===== config.mk =====
export PLATFORM = sky130hd
export DESIGN_NAME = processor_sideband_control
export DESIGN_NICKNAME = d
export VERILOG_FILES = /design/src/hdl/sideband_pkg.sv /design/src/hdl/processor_sideband_control.sv /design/src/hdl/sync2.sv
export SDC_FILE = /design/constraint.sdc
export NUM_CORES = 1
export LEC_CHECK = 0
export BUFFER_PORTS_ARGS = -buffer_cell sky130_fd_sc_hd__buf_4
export CELL_PAD_IN_SITES_DETAIL_PLACEMENT = 1
export CELL_PAD_IN_SITES_GLOBAL_PLACEMENT = 2
export CORE_MARGIN = 5
export CORE_UTILIZATION = 31
export DETAILED_ROUTE_END_ITERATION = 8
export PLACE_DENSITY_LB_ADDON = 0.1
export REMOVE_ABC_BUFFERS = 1
export SETUP_SLACK_MARGIN = 0.2
export SYNTH_ARGS = -nofsm -noshare
export SYNTH_HDL_FRONTEND = slang
export SYNTH_SLANG_ARGS = --single-unit

===== constraint.sdc =====
create_clock -name clk_sys_in -period 1.9 [get_ports clk_sys_in]
set_clock_uncertainty 0.15 [all_clocks]
set_input_delay 0 -clock clk_sys_in [delete_from_list [all_inputs] [get_ports clk_sys_in]]
set_output_delay 0 -clock clk_sys_in [all_outputs]
set_load 0.05 [all_outputs]

===== src/hdl/sideband_pkg.sv =====
package sideband_pkg;

	// ----------------------------------------
	// widths
	// ----------------------------------------
	localparam int unsigned SENSOR_W = 4;

	// ----------------------------------------
	// timing
	// ----------------------------------------
	localparam int unsigned CLK_HZ = 50_000_000;
	// warning lead before a global reset is carried out, in ns
	localparam int unsigned WARN_LEAD_NS = 1000;
	localparam int unsigned WARN_LEAD_CYC = (WARN_LEAD_NS * 50 + 999) / 1000;
	localparam logic [7:0] WARN_LEAD_CNT = 8'(WARN_LEAD_CYC);
	localparam logic [7:0] CNT_ZERO = 8'h00;

	// ----------------------------------------
	// reset values
	// ----------------------------------------
	localparam logic RST_OE_N = 1'b1;
	localparam logic RST_PLTRST_N = 1'b0;
	localparam logic RST_SYNC = 1'b0;

	// ----------------------------------------
	// platform power states
	// ----------------------------------------
	typedef enum logic [1:0] {
		ST_OFF = 2'b00,
		ST_ON = 2'b01,
		ST_WARN = 2'b11,
		ST_S5 = 2'b10
	} pwr_state_t;

	typedef struct packed {
		logic overheat;
		logic wake;
		logic [SENSOR_W-1:0] sensor;
	} side_in_t;

	typedef struct packed {
		logic out;
		logic oe_n;
	} pin_drive_t;

endpackage : sideband_pkg


===== src/hdl/processor_sideband_control.sv =====
// Summary of operation
// - power-good pin floats during resume reset, driven with primary_power_ok_in after it.
// - power-good high tells the processor primary power is stable.
// - overheat trip input, once through the two-stage synchroniser, forces platform into S5 from any state.
// - sync output warns processor before a global reset proceeds.
// - processor wake input is treated as a wake source.
// - active-low platform reset low in reset, high after, off in deep sleep.
// - four thermal sensor inputs, never driven by this block.
// - single-wire thermal bus shared, undriven during reset and for one cycle after.
`timescale 1ns/100ps
module processor_sideband_control (
	input wire logic clk_sys_in,
	input wire logic rst_in,
	input wire logic primary_power_ok_in,
	input wire logic global_reset_req_in,
	input wire logic deep_sleep_in,
	input wire logic overheat_trip_in_n,
	input wire logic cpu_wake_event_in,
	input wire logic [3:0] thermal_sensor_in,
	input wire logic thermal_single_wire_bus_in,
	input wire logic thermal_bus_tx_en_in,
	input wire logic thermal_bus_tx_bit_in,
	output logic cpu_power_good_out,
	output logic cpu_power_good_oe_n_out,
	output logic cpu_platform_reset_n_out,
	output logic cpu_platform_reset_oe_n_out,
	output logic pwr_mgmt_sync_out,
	output logic thermal_single_wire_bus_out,
	output logic thermal_single_wire_bus_oe_n_out,
	output logic [1:0] pwr_state_out,
	output logic global_reset_go_out,
	output logic wake_seen_out,
	output logic overheat_seen_out,
	output logic thermal_bus_rx_out,
	output logic [3:0] thermal_sensor_out
);

	// ----------------------------------------
	// input synchronisation
	// ----------------------------------------
	sideband_pkg::side_in_t raw_in;
	sideband_pkg::side_in_t sync_in;

	always_comb begin
		raw_in.overheat = ~overheat_trip_in_n;
		raw_in.wake = cpu_wake_event_in;
		raw_in.sensor = thermal_sensor_in;
	end

	sync2 #(.W(2 + sideband_pkg::SENSOR_W)) u_sync (
		.clk_sys_in(clk_sys_in),
		.rst_in(rst_in),
		.d_in(raw_in),
		.q_out(sync_in)
	);

	// ----------------------------------------
	// power state machine
	// ----------------------------------------
	sideband_pkg::pwr_state_t state_r;
	sideband_pkg::pwr_state_t state_nxt;
	logic [7:0] warn_cnt_r;

	always_comb begin
		state_nxt = state_r;
		unique case (state_r)
			sideband_pkg::ST_OFF: begin
				if (primary_power_ok_in && !sync_in.overheat) begin
					state_nxt = sideband_pkg::ST_ON;
				end
			end
			sideband_pkg::ST_ON: begin
				if (global_reset_req_in) begin
					state_nxt = sideband_pkg::ST_WARN;
				end
			end
			sideband_pkg::ST_WARN: begin
				if (warn_cnt_r == sideband_pkg::CNT_ZERO) begin
					state_nxt = sideband_pkg::ST_S5;
				end
			end
			sideband_pkg::ST_S5: begin
				if (sync_in.wake && !sync_in.overheat) begin
					state_nxt = sideband_pkg::ST_ON;
				end
			end
		endcase
		// overheat preempts everything, no qualification
		if (sync_in.overheat) begin
			state_nxt = sideband_pkg::ST_S5;
		end
	end

	always_ff @(posedge clk_sys_in) begin
		if (rst_in) begin
			state_r <= sideband_pkg::ST_OFF;
		end else begin
			state_r <= state_nxt;
		end
	end

	// ----------------------------------------
	// warning lead counter
	// ----------------------------------------
	// reloads outside WARN, so each warning runs the full lead unless an overheat trip ends it early
	always_ff @(posedge clk_sys_in) begin
		if (rst_in) begin
			warn_cnt_r <= sideband_pkg::CNT_ZERO;
		end else if (state_r != sideband_pkg::ST_WARN) begin
			warn_cnt_r <= sideband_pkg::WARN_LEAD_CNT - 8'h01;
		end else if (warn_cnt_r != sideband_pkg::CNT_ZERO) begin
			warn_cnt_r <= warn_cnt_r - 8'h01;
		end
	end

	// ----------------------------------------
	// sideband outputs
	// ----------------------------------------
	always_ff @(posedge clk_sys_in) begin
		if (rst_in) begin
			cpu_power_good_out <= 1'b0;
			cpu_power_good_oe_n_out <= sideband_pkg::RST_OE_N;
		end else begin
			cpu_power_good_out <= primary_power_ok_in;
			cpu_power_good_oe_n_out <= 1'b0;
		end
	end

	// ----------------------------------------
	// platform reset
	// ----------------------------------------
	sideband_pkg::pin_drive_t plt_nxt;

	// off in deep sleep: buffer released rather than driven low
	always_comb begin
		plt_nxt.out = 1'b1;
		plt_nxt.oe_n = deep_sleep_in;
	end

	always_ff @(posedge clk_sys_in) begin
		if (rst_in) begin
			cpu_platform_reset_n_out <= sideband_pkg::RST_PLTRST_N;
			cpu_platform_reset_oe_n_out <= 1'b0;
		end else begin
			cpu_platform_reset_n_out <= plt_nxt.out;
			cpu_platform_reset_oe_n_out <= plt_nxt.oe_n;
		end
	end

	// ----------------------------------------
	// power-management sync
	// ----------------------------------------
	always_ff @(posedge clk_sys_in) begin
		if (rst_in) begin
			pwr_mgmt_sync_out <= sideband_pkg::RST_SYNC;
			global_reset_go_out <= 1'b0;
		end else begin
			pwr_mgmt_sync_out <= (state_nxt == sideband_pkg::ST_WARN);
			// reset proceeds only after the warning lead has run out
			global_reset_go_out <= (state_r == sideband_pkg::ST_WARN) &&
				(state_nxt == sideband_pkg::ST_S5) && !sync_in.overheat;
		end
	end

	// ----------------------------------------
	// thermal bus and sensors
	// ----------------------------------------
	logic bus_live_r;
	sideband_pkg::pin_drive_t bus_nxt;

	// the hub only drives the wire outside S5 and deep sleep
	always_comb begin
		bus_nxt.out = thermal_bus_tx_bit_in;
		bus_nxt.oe_n = !(bus_live_r && thermal_bus_tx_en_in &&
			state_r != sideband_pkg::ST_S5 && !deep_sleep_in);
	end

	always_ff @(posedge clk_sys_in) begin
		if (rst_in) begin
			bus_live_r <= 1'b0;
			thermal_single_wire_bus_out <= 1'b0;
			thermal_single_wire_bus_oe_n_out <= sideband_pkg::RST_OE_N;
		end else begin
			// one cycle of release after reset keeps it undriven
			bus_live_r <= 1'b1;
			thermal_single_wire_bus_out <= bus_nxt.out;
			thermal_single_wire_bus_oe_n_out <= bus_nxt.oe_n;
		end
	end

	// level on the wire, whoever drives it; a released wire has no pull
	always_ff @(posedge clk_sys_in) begin
		if (rst_in) begin
			thermal_bus_rx_out <= 1'b0;
		end else begin
			thermal_bus_rx_out <= thermal_single_wire_bus_in;
		end
	end

	// ----------------------------------------
	// thermal sensors and status copies
	// ----------------------------------------
	// sensors are input only; no driver exists for them
	for (genvar i = 0; i < sideband_pkg::SENSOR_W; i++) begin : g_sensor
		always_ff @(posedge clk_sys_in) begin
			if (rst_in) begin
				thermal_sensor_out[i] <= 1'b0;
			end else begin
				thermal_sensor_out[i] <= sync_in.sensor[i];
			end
		end
	end

	always_ff @(posedge clk_sys_in) begin
		if (rst_in) begin
			wake_seen_out <= 1'b0;
			overheat_seen_out <= 1'b0;
			pwr_state_out <= sideband_pkg::ST_OFF;
		end else begin
			wake_seen_out <= sync_in.wake;
			overheat_seen_out <= sync_in.overheat;
			pwr_state_out <= state_nxt;
		end
	end

endmodule : processor_sideband_control


===== src/hdl/sync2.sv =====
`timescale 1ns/100ps
module sync2 #(
	parameter int unsigned W = 1
) (
	input wire logic clk_sys_in,
	input wire logic rst_in,
	input wire logic [W-1:0] d_in,
	output logic [W-1:0] q_out
);
	logic [W-1:0] meta_r;

	// first stage is read only by the second
	always_ff @(posedge clk_sys_in) begin
		if (rst_in) begin
			meta_r <= '0;
			q_out <= '0;
		end else begin
			meta_r <= d_in;
			q_out <= meta_r;
		end
	end
endmodule : sync2


==> out/metrics.yaml <==
synth_compound_area_share_pct: 7.65
num_antenna_cells: 0
endpoint_kind: "register"
yosys.area_share.simple_pct: 22.9
irDropWorstVdd_uv: 629
rr_endpoint: "warn_cnt_r[0]$_SDFFE_PP0P_"
timing.rr.start: "warn_cnt_r[0]$_SDFFE_PP0P_"
crit_path_max_fanout: 6
power.total_mw: 1.63
clkTransAtPathRegs_ns: 0.07
p_leak_nw: 0.790
mostFrequentLayoutCells: "36 x dfxtp_1, 30 x buf_4, 21 x nor2b_1, 21 x dlygate4sd3_1, 15 x nor2_1"
grt_max_degree: 32
drive_above_1_share_pct: 27.0
synth.cell_area_um2: 1230
critPathSlowestCell: "dfxtp_2"
grt_pass1_wl_mm: 4.64
coreArea_um2: 3740
crit_chain: "inv_1 -> ha_2 -> nor3b_4 -> nand2_2 -> xnor2_2 -> a31oi_1"
min_from: "u_sync.meta_r[1]$_SDFF_PP0_"
rsz0062_at_grt: "no"
vias_per_cell: 4.41
synth.yosys.seq_area_share_pct: 60.3
grt_use_total_pct: 11.5
vias: 980
drtIter0Drc: 25
maxSlewHeadroom_pct: 76.6
grt_pass1_vias: 1040
slowest_delay_ns: 0.35
clock_sinks: 37
period_minus_slack_ns: 1.58
wl_per_cell_um: 12.0
holdPathEnd: "u_sync.q_out[1]$_SDFF_PP0_"
wirelength_mm: 2.67
ant_nets: 0
portBuffers: 30
insertion_delay_ns: 0.28
power_density_nw_per_um2: 890
gp_congestion: 0.797
initial_core_util_pct: 32.8
maxCapViolations: 0
post_synth.cell_area_avg_um2: 10.3
tightestPinTransition_ns: 0.349
fin_crit_sh_pct: 82.9
clock-root-buffer: "clkbuf_8"
syn2layout_area_growth_pct: 49.5
hp-class: "reg -> reg"
num_rows: 22
die_h_um: 72.9
synthAdderAreaFrac_pct: 2.04
synth-xor-area-share_pct: 2.14
cts_tree: "yes"
h-tree-depth: 2
path_class: "reg -> reg"
fmax_ghz: 0.635
path_delay_family: "simple AND/OR/NAND/NOR gates"
cts_buffers: 5
synthCells: 119
fin_nets: 189
hold_depth: 1
worstPathRequired_ns: 1.96
die-area_um2: 5320
grt_use_met1_pct: 13.0
antenna_found_initial: 0
timing.critical_path.buf_inv: 1
fin_setup_tns_ns: 0
arrival_ns: 1.63
ys_ff_latch: 37
dpl.hpwl_mm: 1.79
synth_top_family_by_area: "simple AND/OR/NAND/NOR gates"
status: "complete, no violations"
reg2reg_depth: 6
layout_commonest_cell: "dfxtp_1"
die_w_um: 72.9
ys_types: 25
r2r_slack_ns: 0.32
use_met2_pct: 17.9
drcViolationCount: 0
cts_buffer_depth: 2
fillCellCount: 441
overflow: 0
use_met3_pct: 5.23
hold_viol: 0
grt_most_used_layer: "met2"
top_level_ports: 31
setup_viol: 0
synthMuxAreaShare_pct: 1.63
maxSlewViolCount: 0
ys_warn_count: 0
drtPass1Iterations: 4
setup.worst_path.start_class: "register"
-- stage by stage --
step           utilization, %  hold WS, ns  cell area, µm²  instances  setup WS, ns
2_1_floorplan               -       -0.122            1210        115         0.327
3_3_place_gp             39.9      0.00268            1500        193         0.197
3_5_place_dp             39.9      0.00420            1500        193         0.127
4_1_cts                  48.4        0.298            1810        222         0.267
5_1_grt                  49.0        0.308            1840        222         0.201
6_report                 49.0        0.292            1840        222         0.325
-- registers in the layout, indices dropped and copies added (netlist names) --
name	count
bus_live_r	1
cpu_platform_reset_oe_n_out	1
cpu_power_good_oe_n_out	1
cpu_power_good_out	1
global_reset_go_out	1
overheat_seen_out	1
pwr_mgmt_sync_out	1
pwr_state_out	2
thermal_bus_rx_out	1
thermal_sensor_out	4
thermal_single_wire_bus_oe_n_out	1
thermal_single_wire_bus_out	1
u_sync.meta_r	6
u_sync.q_out	6
wake_seen_out	1
warn_cnt_r	8
-- area by class of cell --
cell class | count | area (µm²) | share of cell area, %
clock buffers | 7 | 96.3 | 5.25
well taps | 48 | 60.1 | 3.27
clock inverters | 1 | 5.00 | 0.273
repair buffers | 51 | 435 | 23.7
inverters | 6 | 22.5 | 1.23
multi-input cells | 72 | 474 | 25.8
flip-flops and latches | 37 | 742 | 40.4
-- worst max-delay path by stage --
stage / start / end / slack [ns] / cells after the start
after global routing: warn_cnt_r[0]$_SDFFE_PP0P_ / warn_cnt_r[0]$_SDFFE_PP0P_ / 0.20 / 6
after detailed placement: warn_cnt_r[1]$_SDFFE_PP0N_ / warn_cnt_r[0]$_SDFFE_PP0P_ / 0.13 / 6
after CTS: warn_cnt_r[1]$_SDFFE_PP0N_ / warn_cnt_r[0]$_SDFFE_PP0P_ / 0.27 / 6
after floorplan: pwr_state_out[1]$_SDFF_PP0_ / warn_cnt_r[2]$_SDFFE_PP0N_ / 0.33 / 3
final: warn_cnt_r[0]$_SDFFE_PP0P_ / warn_cnt_r[0]$_SDFFE_PP0P_ / 0.32 / 6
after global placement: warn_cnt_r[0]$_SDFFE_PP0P_ / pwr_mgmt_sync_out$_SDFF_PP0_ / 0.20 / 6
-- synthesized netlist by cell type --
cell,number,area share (%)
dfxtp_1,37,60
nor2b_1,21,11
nor2_1,15,4.6
a21oi_1,7,2.9
inv_1,6,1.8
nor3_1,5,2.0
nand2_1,4,1.2
xnor2_1,3,2.1
a31oi_1,2,1.0
clkbuf_1,2,0.61
ha_1,2,2.0
mux2i_1,2,1.6
a2111o_1,1,0.92
a211o_1,1,0.71
a211oi_2,1,1.0
a311oi_1,1,0.71
buf_2,1,0.41
clkbuf_2,1,0.41
nand2_2,1,0.51
nand2b_1,1,0.51
nand3_1,1,0.41
nor3b_1,1,0.61
nor4_4,1,1.7
o21ai_1,1,0.41
or2b_1,1,0.61
-- power by group --
group / leakage [nW] / internal (mW) / switching, mW
logic: 0.431 / 0.102 / 0.116
registers: 0.305 / 0.808 / 0.0214
clock network: 0.0542 / 0.327 / 0.258
total: 0.790 / 1.24 / 0.395
-- logic make-up (layout without fill, tap and decap cells) --
| kind of cell | count (synthesis) | after routing |
|---|---|---|
| AND/OR/NAND/NOR | 51 | 51 |
| flip-flops | 37 | 37 |
| multiplexers | 2 | 2 |
| adder cells (fa/ha/maj) | 2 | 2 |
| AO/OA/AOI/OAI | 14 | 14 |
| buffers and inverters | 10 | 65 |
| XOR/XNOR | 3 | 3 |
-- layer usage --
layer  vias up  share of wire, %
met2        21                50
met1       461                43
met3         7               4.7
li1        491                 -
met5         -                 0
met4         0               2.1
-- worst register-to-register path, cell delays in order (launching register included) --
cell and delay [ns]:
dfxtp_2 0.35, inv_1 0.08, ha_2 0.19, nor3b_4 0.24, nand2_2 0.16, xnor2_2 0.17
a31oi_1 0.15
-- repair_timing --
action	CTS	global route
resized for setup	1	6
pin swaps	0	0
setup endpoints to repair	7	7
setup buffers	0	0
gates cloned	0	0
hold buffers	21	0
endpoints found under the hold margin	31	0
Note: power is estimated with default switching activity, not from simulation.
